$ cat src/design/timer_event_capture_defines.vh
/*
 * register offsets, field positions, reset values and encodings of the
 * timer event capture block.
 * assumes: included by bare name from the design files.
 */
`ifndef TIMER_EVENT_CAPTURE_DEFINES_VH
`define TIMER_EVENT_CAPTURE_DEFINES_VH

// ==========================================================================
// register offsets (byte addresses)
`define OFS_CONTROL          8'h00
`define OFS_EVENT_CONTROL    8'h04
`define OFS_INT_ENABLE_CLEAR 8'h08
`define OFS_INT_ENABLE_SET   8'h0C
`define OFS_FLAGS            8'h10
`define OFS_COUNT            8'h14
`define OFS_CAPTURE_ZERO     8'h18
`define OFS_CAPTURE_ONE      8'h1C

// ==========================================================================
// control fields
`define CTL_RUN              0
`define CTL_DOWN             1
`define CTL_CAPEN0           2
`define CTL_CAPEN1           3

// ==========================================================================
// event control fields
`define EVC_ACT_LSB          0
`define EVC_ACT_MSB          2
`define EVC_INVERT           4
`define EVC_INPUT_EN         5
`define EVC_OVF_OUT_EN       8

// ==========================================================================
// flag and interrupt enable fields
`define FLG_OVF              0
`define FLG_ERR              1
`define FLG_MC0              4
`define FLG_MC1              5
`define FLG_WIDTH            8

// ==========================================================================
// event actions
`define ACT_OFF              3'h0
`define ACT_RETRIGGER        3'h1
`define ACT_COUNT            3'h2
`define ACT_START            3'h3
`define ACT_STAMP            3'h4
`define ACT_PPW              3'h5
`define ACT_PWP              3'h6
`define ACT_PW               3'h7

// ==========================================================================
// reset values and limits
`define RST_CONTROL          4'h0
`define RST_EVENT_CONTROL    9'h000
`define RST_INT_ENABLE       8'h00
`define RST_FLAGS            8'h00
`define COUNT_ZERO           16'h0000
`define COUNT_MAX            16'hFFFF

`endif

$ cat src/design/event_edge_detect.v
/*
 * conditions the event input: invert, enable, edge detect.
 * assumes: event level synchronous to clk_sys.
 */
`include "timer_event_capture_defines.vh"

module event_edge_detect
(
    // clock and reset
    input  wire clk_sys,
    input  wire sys_rst,
    // event source and settings
    input  wire event_level,
    input  wire event_input_invert,
    input  wire event_input_enable,
    // detected edges
    output reg  event_rise,
    output reg  event_fall
);

    // ======================================================================
    // polarity and edges
    wire cond_level;
    reg  prev_level;

    assign cond_level = event_level ^ event_input_invert;

    always @(posedge clk_sys)
    begin
        if (sys_rst)
        begin
            prev_level <= 1'b0;
            event_rise <= 1'b0;
            event_fall <= 1'b0;
        end
        else
        begin
            prev_level <= cond_level;
            event_rise <= event_input_enable & cond_level & ~prev_level;
            event_fall <= event_input_enable & ~cond_level & prev_level;
        end
    end

endmodule

$ cat src/design/timer_event_capture.v
/*
 * event input, counter and two capture channels of a basic timer unit.
 * assumes: event channel level synchronous to clk_sys; register port
 * with one-cycle strobes, read data valid in the following cycle.
 */
// Strobed register access was decided locally.
// Overview of operation
// - combined captures use rising and falling edges
// - action 0x6: period in one, width zero
// - action 0x5: period in zero, width one
// - inverted input moves wraparound to falling edge
// - capture on set flag: drop, set error
// - capture only when enabled, else compare mode
// - action 0x7: fall clears, halts; rise restarts
// - overflow event output only when bit 8 set
// - bit 5 gates incoming events
// - bit 4 inverts event source polarity
// - action field selects none/retrigger/count/start/stamp
// - enable clear write disables, visible in set
`include "timer_event_capture_defines.vh"

module timer_event_capture
(
    // clock and reset
    input  wire        clk_sys,
    input  wire        sys_rst,
    // register port
    input  wire [7:0]  reg_addr,
    input  wire [31:0] reg_wdata,
    input  wire        reg_write,
    input  wire        reg_read,
    output reg  [31:0] reg_rdata,
    // event channel
    input  wire        event_in,
    output reg         overflow_event_out
);

    // ======================================================================
    // registers
    reg  [3:0]  control;
    reg  [8:0]  event_control;
    reg  [7:0]  interrupt_enable_set;
    reg  [7:0]  flags;
    reg  [15:0] count;
    reg  [15:0] capture_reg_zero;
    reg  [15:0] capture_reg_one;
    reg         start_seen;
    reg         width_halt;

    wire [2:0]  event_action_select;
    wire        event_input_invert;
    wire        event_input_enable;
    wire        overflow_event_out_enable;
    wire [1:0]  capture_mode_enable;
    wire        event_rise;
    wire        event_fall;

    assign event_action_select       = event_control[`EVC_ACT_MSB:`EVC_ACT_LSB];
    assign event_input_invert        = event_control[`EVC_INVERT];
    assign event_input_enable        = event_control[`EVC_INPUT_EN];
    assign overflow_event_out_enable = event_control[`EVC_OVF_OUT_EN];
    assign capture_mode_enable       = {control[`CTL_CAPEN1], control[`CTL_CAPEN0]};

    // ======================================================================
    // event conditioning
    event_edge_detect edge_unit
    (
        .clk_sys            (clk_sys),
        .sys_rst            (sys_rst),
        .event_level        (event_in),
        .event_input_invert (event_input_invert),
        .event_input_enable (event_input_enable),
        .event_rise         (event_rise),
        .event_fall         (event_fall)
    );

    // ======================================================================
    // counting decision
    reg         counting;
    reg         count_tick;
    reg         wrap_clear;
    reg         at_limit;
    reg  [15:0] next_count;

    always @*
    begin
        counting   = control[`CTL_RUN];
        count_tick = 1'b0;
        wrap_clear = 1'b0;
        case (event_action_select)
            `ACT_OFF:       count_tick = counting;
            `ACT_RETRIGGER: begin
                                count_tick = counting;
                                wrap_clear = event_rise;
                            end
            `ACT_COUNT:     count_tick = counting & event_rise;
            `ACT_START:     count_tick = counting & start_seen;
            `ACT_STAMP:     count_tick = counting;
            `ACT_PPW,
            `ACT_PWP:       begin
                                count_tick = counting;
                                wrap_clear = event_rise;
                            end
            `ACT_PW:        begin
                                count_tick = counting & ~width_halt & ~event_fall;
                                wrap_clear = event_fall;
                            end
            default:        count_tick = 1'b0;
        endcase
        at_limit = control[`CTL_DOWN] ? (count == `COUNT_ZERO) : (count == `COUNT_MAX);
        if (wrap_clear & counting)
            next_count = `COUNT_ZERO;
        else if (count_tick)
            next_count = control[`CTL_DOWN] ? count - 16'h0001 : count + 16'h0001;
        else
            next_count = count;
    end

    wire wrap_event;
    assign wrap_event = count_tick & at_limit & ~(wrap_clear & counting);

    // ======================================================================
    // capture requests per channel
    reg        cap_req0;
    reg        cap_req1;
    reg [15:0] cap_val0;
    reg [15:0] cap_val1;

    always @*
    begin
        cap_req0 = 1'b0;
        cap_req1 = 1'b0;
        cap_val0 = count;
        cap_val1 = count;
        case (event_action_select)
            `ACT_STAMP: cap_req0 = event_rise;
            `ACT_PPW:   begin
                            cap_req0 = event_rise;
                            cap_req1 = event_fall;
                        end
            `ACT_PWP:   begin
                            cap_req1 = event_rise;
                            cap_req0 = event_fall;
                        end
            `ACT_PW:    cap_req0 = event_fall;
            default:    begin
                            cap_req0 = 1'b0;
                            cap_req1 = 1'b0;
                        end
        endcase
        if (~counting)
        begin
            cap_req0 = 1'b0;
            cap_req1 = 1'b0;
        end
    end

    // ======================================================================
    // per-channel capture and compare
    wire [1:0]  cap_req;
    wire [1:0]  store;
    wire [1:0]  cap_error;
    wire [1:0]  match;
    wire [1:0]  channel_capture_flag;
    wire [31:0] cap_val;
    wire [31:0] cc_now;

    assign cap_req              = {cap_req1, cap_req0};
    assign cap_val              = {cap_val1, cap_val0};
    assign cc_now               = {capture_reg_one, capture_reg_zero};
    assign channel_capture_flag = {flags[`FLG_MC1], flags[`FLG_MC0]};

    genvar ch;
    generate
        for (ch = 0; ch < 2; ch = ch + 1)
        begin : chan
            assign store[ch]     = cap_req[ch] & capture_mode_enable[ch]
                                   & ~channel_capture_flag[ch];
            assign cap_error[ch] = cap_req[ch] & capture_mode_enable[ch]
                                   & channel_capture_flag[ch];
            assign match[ch]     = ~capture_mode_enable[ch] & count_tick
                                   & (count == cc_now[16*ch+15:16*ch]);
        end
    endgenerate

    // ======================================================================
    // register writes
    wire wr_control;
    wire wr_event;
    wire wr_ien_clr;
    wire wr_ien_set;
    wire wr_flags;
    wire wr_count;
    wire wr_cc0;
    wire wr_cc1;

    assign wr_control = reg_write & (reg_addr == `OFS_CONTROL);
    assign wr_event   = reg_write & (reg_addr == `OFS_EVENT_CONTROL);
    assign wr_ien_clr = reg_write & (reg_addr == `OFS_INT_ENABLE_CLEAR);
    assign wr_ien_set = reg_write & (reg_addr == `OFS_INT_ENABLE_SET);
    assign wr_flags   = reg_write & (reg_addr == `OFS_FLAGS);
    assign wr_count   = reg_write & (reg_addr == `OFS_COUNT);
    assign wr_cc0     = reg_write & (reg_addr == `OFS_CAPTURE_ZERO);
    assign wr_cc1     = reg_write & (reg_addr == `OFS_CAPTURE_ONE);

    reg [7:0] flag_set;

    always @*
    begin
        flag_set            = 8'h00;
        flag_set[`FLG_OVF]  = wrap_event;
        flag_set[`FLG_ERR]  = |cap_error;
        flag_set[`FLG_MC0]  = store[0] | match[0];
        flag_set[`FLG_MC1]  = store[1] | match[1];
    end

    always @(posedge clk_sys)
    begin
        if (sys_rst)
        begin
            control              <= `RST_CONTROL;
            event_control        <= `RST_EVENT_CONTROL;
            interrupt_enable_set <= `RST_INT_ENABLE;
            flags                <= `RST_FLAGS;
        end
        else
        begin
            if (wr_control)
                control <= reg_wdata[3:0];
            if (wr_event)
                event_control <= reg_wdata[8:0];
            if (wr_ien_clr)
                interrupt_enable_set <= interrupt_enable_set & ~reg_wdata[7:0];
            else if (wr_ien_set)
                interrupt_enable_set <= interrupt_enable_set | reg_wdata[7:0];
            // set wins over a simultaneous write-one clear
            flags <= (flags & ~(wr_flags ? reg_wdata[7:0] : 8'h00)) | flag_set;
        end
    end

    // ======================================================================
    // counter, start and halt state, capture registers
    always @(posedge clk_sys)
    begin
        if (sys_rst)
        begin
            count            <= `COUNT_ZERO;
            capture_reg_zero <= `COUNT_ZERO;
            capture_reg_one  <= `COUNT_ZERO;
            start_seen       <= 1'b0;
            width_halt       <= 1'b0;
        end
        else
        begin
            count <= wr_count ? reg_wdata[15:0] : next_count;
            if (~control[`CTL_RUN] | (event_action_select != `ACT_START))
                start_seen <= 1'b0;
            else if (event_rise)
                start_seen <= 1'b1;
            if (event_action_select != `ACT_PW)
                width_halt <= 1'b0;
            else if (event_fall)
                width_halt <= 1'b1;
            else if (event_rise)
                width_halt <= 1'b0;
            if (store[0])
                capture_reg_zero <= cap_val[15:0];
            else if (wr_cc0)
                capture_reg_zero <= reg_wdata[15:0];
            if (store[1])
                capture_reg_one <= cap_val[31:16];
            else if (wr_cc1)
                capture_reg_one <= reg_wdata[15:0];
        end
    end

    // ======================================================================
    // overflow output event and read port
    always @(posedge clk_sys)
    begin
        if (sys_rst)
        begin
            overflow_event_out <= 1'b0;
            reg_rdata          <= 32'h00000000;
        end
        else
        begin
            overflow_event_out <= wrap_event & overflow_event_out_enable;
            reg_rdata          <= 32'h00000000;
            if (reg_read)
            begin
                case (reg_addr)
                    `OFS_CONTROL:          reg_rdata <= {28'h0000000, control};
                    `OFS_EVENT_CONTROL:    reg_rdata <= {23'h000000, event_control};
                    `OFS_INT_ENABLE_CLEAR,
                    `OFS_INT_ENABLE_SET:   reg_rdata <= {24'h000000, interrupt_enable_set};
                    `OFS_FLAGS:            reg_rdata <= {24'h000000, flags};
                    `OFS_COUNT:            reg_rdata <= {16'h0000, count};
                    `OFS_CAPTURE_ZERO:     reg_rdata <= {16'h0000, capture_reg_zero};
                    `OFS_CAPTURE_ONE:      reg_rdata <= {16'h0000, capture_reg_one};
                    default:               reg_rdata <= 32'h00000000;
                endcase
            end
        end
    end

endmodule

$ cat config.mk
export PLATFORM = sky130hd
export DESIGN_NAME = timer_event_capture
export DESIGN_NICKNAME = d
export VERILOG_FILES = /design/src/design/event_edge_detect.v /design/src/design/timer_event_capture.v
export VERILOG_INCLUDE_DIRS = /design/src /design/src/design
export SDC_FILE = /design/constraint.sdc
export NUM_CORES = 1
export LEC_CHECK = 0
export BUFFER_PORTS_ARGS = -buffer_cell sky130_fd_sc_hd__buf_2
export CORE_ASPECT_RATIO = 1.1
export CORE_MARGIN = 3
export CORE_UTILIZATION = 49
export DETAILED_ROUTE_END_ITERATION = 8
export GPL_TIMING_DRIVEN = 0
export PLACE_DENSITY = 0.84
export REMOVE_ABC_BUFFERS = 1
export SLEW_MARGIN = 5
export SYNTH_ARGS = -nofsm -noshare
export SYNTH_HDL_FRONTEND = slang
export SYNTH_SLANG_ARGS = --single-unit
export TNS_END_PERCENT = 10
$ cat constraint.sdc
create_clock -name clk_sys -period 2.57 [get_ports clk_sys]
set_input_delay 0 -clock clk_sys [delete_from_list [all_inputs] [get_ports clk_sys]]
set_output_delay 0 -clock clk_sys [all_outputs]
set_load 0.005 [all_outputs]
Word level (Yosys, flattened, before mapping)
Index checks and enable logic that the tools add are counted.
{"block": "totals", "regBits": 115, "in_bits": 45, "output_inout_bits": 33, "word_cells": 124}
{"block": "classes", "add_sub_neg": 2, "n_eq_ne": 19, "muxes": 21, "bitwise_logic": 51, "reduce_logical": 17}
{"cell": "16-bit 2-to-1 mux", "count": 8}
{"cell": "16-bit case mux with 7 select lines", "count": 1}
{"cell": "16-bit equality test", "count": 2}
{"cell": "8-bit by 5-bit equality test with 1-bit output (second input constant)", "count": 4}
{"cell": "1-bit AND", "count": 30}
{"cell": "8-bit 2-to-1 mux", "count": 3}
{"cell": "16-bit by 1-bit adder with 16-bit output (second input constant)", "count": 1}
{"cell": "8-bit AND", "count": 2}
{"cell": "16-bit equality test (second input constant)", "count": 1}
{"cell": "8-bit by 4-bit equality test with 1-bit output (second input constant)", "count": 2}
{"cell": "16-bit logical NOT", "count": 1}
{"cell": "8-bit NOT", "count": 2}
{"cell": "16-bit by 1-bit subtractor with 16-bit output (second input constant)", "count": 1}
{"cell": "2-bit OR reduction", "count": 7}
{"cell": "3-bit equality test (second input constant)", "count": 4}
{"cell": "1-bit NOT", "count": 11}
{"cell": "8-bit by 3-bit equality test with 1-bit output (second input constant)", "count": 1}
{"cell": "8-bit logical NOT", "count": 1}
{"cell": "8-bit by 6-bit OR with 8-bit output", "count": 1}
{"cell": "8-bit OR", "count": 1}
{"cell": "2-bit nonzero test", "count": 4}
{"cell": "3-bit by 2-bit equality test with 1-bit output (second input constant)", "count": 2}
{"cell": "1-bit case mux with 2 select lines", "count": 3}
{"cell": "1-bit 2-to-1 mux", "count": 5}
{"cell": "other kinds (10)", "count": 12}

Longest topological paths before layout
{"block": "logic_depth", "ltp_word": 8, "ltp_mapped": 9, "ltp_nobuf": 8}

Hierarchy
A second synthesis with hierarchy kept.
{"block": "hier_totals", "cells_unflattened": 726, "area_unflattened_um2": 5775.5}
{"module": "timer_event_capture", "n_inst": 1, "cells_each": 719, "area_per_inst_um2": 5670.4, "seq_area_each_um2": 1921.8}
{"module": "event_edge_detect", "n_inst": 1, "cells_each": 7, "area_per_inst_um2": 105.1, "seq_area_each_um2": 60.1}

Least setup slack after synthesis
OpenSTA, ideal clock, no wires.
{"block": "synth_timing", "path_kind": "reg2reg", "start": "reg control[1]", "end": "reg count[8], in the netlist cap_val0[8]", "setup_ps": 86, "arrival_time_ps": 2359, "required_time_ps": 2484, "path_slack_ps": 125, "path_stages_with_launch": 9, "path_buffers": 0, "synth_period_minus_slack_ps": 2445, "cell_sequence": "dfxtp_1 -> inv_1 -> fa_1 -> nand2b_1 -> a21oi_1 -> o211ai_1 -> and2_1 -> a211o_1 -> a211oi_1"}
{"block": "synth_via", "elab_chain_len": 4}
{"item": "start, declared", "line": "timer_event_capture.v:40", "source": "reg [3:0] control;"}
{"item": "start signal, assigned", "line": "timer_event_capture.v:221", "source": "control <= `RST_CONTROL;"}
{"item": "start signal, assigned", "line": "timer_event_capture.v:229", "source": "control <= reg_wdata[3:0];"}
{"item": "16-bit 2-to-1 mux", "line": "timer_event_capture.v:114", "source": "next_count = control[`CTL_DOWN] ? count - 16'h0001 : count + 16'h0001;"}
{"item": "16-bit 2-to-1 mux", "line": "timer_event_capture.v:113", "source": "else if (count_tick)"}
{"item": "16-bit 2-to-1 mux", "line": "timer_event_capture.v:111", "source": "if (wrap_clear & counting)"}
{"item": "16-bit 2-to-1 mux", "line": "timer_event_capture.v:255", "source": "count <= wr_count ? reg_wdata[15:0] : next_count;"}
{"item": "end signal, assigned", "line": "timer_event_capture.v:247", "source": "count <= `COUNT_ZERO;"}
{"item": "end signal, assigned", "line": "timer_event_capture.v:255"}
{"item": "end, declared", "line": "timer_event_capture.v:44", "source": "reg [15:0] count;"}
Every way passes these cells. The select of a mux whose other input is x is not followed.
A chain may end at the register's enable or synchronous reset.

Final worst setup path
{"block": "layout_timing", "start": "reg event_control[1]", "end": "reg capture_reg_zero[0]"}
{"block": "layout_via", "elab_chain_len": 7, "elab_cells_between_ends": 12, "classes_between": "eq/ne (4); mux (3); bitwise (2); reduce/logical (3)"}
{"item": "start, declared", "line": "timer_event_capture.v:41", "source": "reg [8:0] event_control;"}
{"item": "start signal, assigned", "line": "timer_event_capture.v:222", "source": "event_control <= `RST_EVENT_CONTROL;"}
{"item": "start signal, assigned", "line": "timer_event_capture.v:231", "source": "event_control <= reg_wdata[8:0];"}
{"item": "3-bit equality test", "line": "timer_event_capture.v:135", "source": "case (event_action_select)"}
{"item": "2-bit OR reduction (no source line)"}
{"item": "1-bit case mux with 2 select lines *", "line": "timer_event_capture.v:135"}
{"item": "1-bit 2-to-1 mux *", "line": "timer_event_capture.v:151", "source": "if (~counting)"}
{"item": "1-bit AND *", "line": "timer_event_capture.v:177", "source": "assign store[ch] = cap_req[ch] & capture_mode_enable[ch]"}
{"item": "1-bit AND *", "line": "timer_event_capture.v:178", "source": "& ~channel_capture_flag[ch];"}
{"item": "16-bit 2-to-1 mux or 2-bit nonzero test (tied branches)"}
{"item": "end signal, assigned", "line": "timer_event_capture.v:248", "source": "capture_reg_zero <= `COUNT_ZERO;"}
{"item": "end signal, assigned", "line": "timer_event_capture.v:267", "source": "capture_reg_zero <= cap_val[15:0];"}
{"item": "end signal, assigned", "line": "timer_event_capture.v:269", "source": "capture_reg_zero <= reg_wdata[15:0];"}
{"item": "end, declared", "line": "timer_event_capture.v:45", "source": "reg [15:0] capture_reg_zero;"}
Mark *: on every way between the ends. The rest lies on a longest branch, timed or not.

==> flow_metrics.tcl <==
set metrics [dict create \
    status "finished, final reports clean" \
    slew_viol_final 0 \
    cpPeakStageDelay_ps 550 \
    seqPwrFrac_pct 49.6 \
    grt-ovfl-total 0 \
    synth_cell_types 63 \
    required_ps 2820 \
    yosysTopAreaCellShare_pct 33.32 \
    clock_latency_ps 350 \
    vdd_drop_max_mv 0.3748 \
    ys_ff_latch 99 \
    combinationalPowerShare_pct 5.7 \
    hold_viol 0 \
    port_buffers 45 \
    hp-class "primary input to flip-flop" \
    grt_max_degree 84 \
    die_area_sq_um 13500 \
    die_y_um 121.6 \
    setup-tns-final_ps 0 \
    antenna_cells 0 \
    syn_inst 717 \
    routed_wl_um 16780 \
    rsz0062_at_grt "no" \
    crit_path_start_kind "flip-flop" \
    ios 78 \
    drive_gt1_share_pct 11.92 \
    cts_sinks 99 \
    worst_pin_slew_ps 1304 \
    crit_type "flip-flop to flip-flop" \
    crit_buf_inv 2 \
    maxCapViolations 0 \
    reg2reg_depth 7 \
    grt_pass1_wl_um 26460 \
    vias 5577 \
    hpwl_um 10940 \
    reg2reg_from "event_control[1]" \
    finalSetupViolCount 0 \
    synth-edff-count 0 \
    p_int_uw 2379 \
    relSlewSlack_pct 13.08 \
    post-route-min-period_ps 2406 \
    antenna_found_initial 0 \
    critPathArrivalTime_ps 2660 \
    ys_async_sr_fraction_pct 0 \
    num-nets-final 785 \
    wl_per_cell_um 19.06 \
    synth.cells.most_frequent "99 x dfxtp_1, 75 x nor2_1, 66 x nand2_1" \
    start_util_pct 51.08 \
    cp_max_fo 32 \
    synth_top_flop_cell "dfxtp_1" \
    gp_congestion 0.9324 \
    cts_tree "done" \
    yosys.area.top_type "dfxtp_1" \
    post-route-drc-count 0 \
    htreeDepth 3 \
    netlist_area_sq_um 5948 \
    synth.avg_cell_area_sq_um 8.296 \
    power_switching_share_pct 23.63 \
    syn2layout_area_growth_pct 9.781 \
    p_per_area_nw_per_um2 477.1 \
    final_antenna_net_count 0 \
    p_clk_share_pct 44.7 \
    hold_path_depth 4 \
    critPathLaunch "event_control[1]" \
    p_sw_uw 736.1 \
    vias_per_cell 6.338 \
    seq_area_frac_synth_pct 33.32 \
    grt_usage_pct 24.37 \
    ys_warn_count 0 \
    finClkSkew_ps 6.520 \
    hold_start "reg_addr[0]" \
    finalPower_uw 3115 \
    max-clock-path-buffers 2 \
    yosysMostFrequentCell "dfxtp_1" \
    crit_cells 7 \
    die_x_um 111.1 \
    grt_pass1_vias 5150 \
    drt_iter0_drc 672 \
    crit_chain "mux2i_1 > nor3_2 > buf_8 > buf_6 > a21o_4 > nor2_1 > a211oi_1" \
    crit_slowest_cell "nor3_2" \
    max_freq_mhz 415.7 \
    core_sq_um 11640 \
    period_share_pct 93.61 \
    root_buffer "clkbuf_16" \
    crit_family "simple AND/OR/NAND/NOR gates" \
    firstDrtPassIters 7 \
    cts_buffers 9 \
    fp-row-count 41 \
    synthTopCellsByArea "dfxtp_1 33%, mux2i_1 5.9%, nor2_1 4.7%, nand2_1 4.2%, a21oi_1 4.0%" \
    endpoint_kind "flip-flop" \
    p_leak_uw 0.002470 \
    clkSlewWorstSetupHoldPaths_ps 70 \
    timing.hold.ws_ps 104.3 \
]
area by class of cell:
| class | count | area, sq um |
|---|---|---|
| clock buffer | 10 | 239.0 |
| clock inverter | 6 | 65.06 |
| fill | 1026 | 5115 |
| inverter | 7 | 26.28 |
| multi-input combinational | 544 | 3598 |
| sequential | 99 | 1989 |
| tap | 150 | 187.7 |
| timing repair buffer | 64 | 424.2 |
worst paths after layout:
| check | slack, ps | end |
|---|---|---|
| min reg2reg | 420 | edge_unit.event_rise |
| min | 100 | reg_rdata[2] |
| max reg2reg | 160 | capture_reg_zero[0] |
| max | 160 | capture_reg_zero[0] |
what timing repair did:
action	4_1_cts	5_1_grt
setup buffers	0	0
endpoints found under the setup margin	13	24
hold endpoints to repair	23	0
gates resized for setup	5	6
hold buffers	17	0
worst reg2reg max path: cells and delay by family, from the launching register on:
| family | cells | cell delay (ps) |
|---|---|---|
| AOI/OAI and AO/OA | 2 | 580 |
| buffers and inverters | 2 | 400 |
| DFF | 1 | 520 |
| muxes | 1 | 180 |
| and+or+nand+nor | 2 | 630 |
per-layer routing:
layer	vias to the layer above	part of all wire (%)	GRT usage, %
met3	43	9.5	3.130
met1	2587	39	31.61
met5	-	0	0
met2	336	48	40.29
li1	2611	-	-
met4	0	3.3	12.24
through the flow:
step                utilization [%]  std cells  cell area, sq um  setup slack (ps)
detailed placement            51.77        847              6028            -468.6
CTS                           55.99        880              6520             12.70
floorplan                         -        650              5582            -418.3
global route                  56.08        880              6530             1.592
global placement              51.48        845              5995             -1407
finish                        56.08        880              6530             164.2
cells in the final DEF (no fill, tap or decap), types with 11 or more instances in the layout:
master,n
a211oi_1,26
a21oi_1,47
a22oi_1,11
a311oi_1,16
buf_2,44
conb_1,16
dfxtp_1,95
dlygate4sd3_1,17
ha_1,14
mux2i_1,35
nand2_1,65
nand3_1,36
nand4_1,11
nor2_1,75
nor3_1,15
o21ai_0,13
xnor2_1,27
xor2_1,16
state kept, by name, summed over array words and instances, names as in the netlist, 4 cells and up, named ones only:
signal,count
cap_val0,16
capture_reg_one,16
capture_reg_zero,16
reg_rdata,16
event_control,9
flags,8
control,4
power groups by stage:
stage	logic, uW	registers [uW]	clock network, uW
final	177	1540	1390
after global routing	189	1540	1460
after floorplan	51.8	1580	0
after global placement	150	1580	0
after CTS	172	1540	1400
after detailed placement	152	1580	0
logic make-up after synthesis:
family	count (synthesis)	synth area share, %
compound gates	165	19.88
flops	99	33.32
mux	38	7.026
simple gates	267	22.55
xor+xnor	43	6.331
other cells	1	0.06304
fa+ha+maj	15	3.281
buf+inv	89	7.552
(Power assumes the default switching activity.)
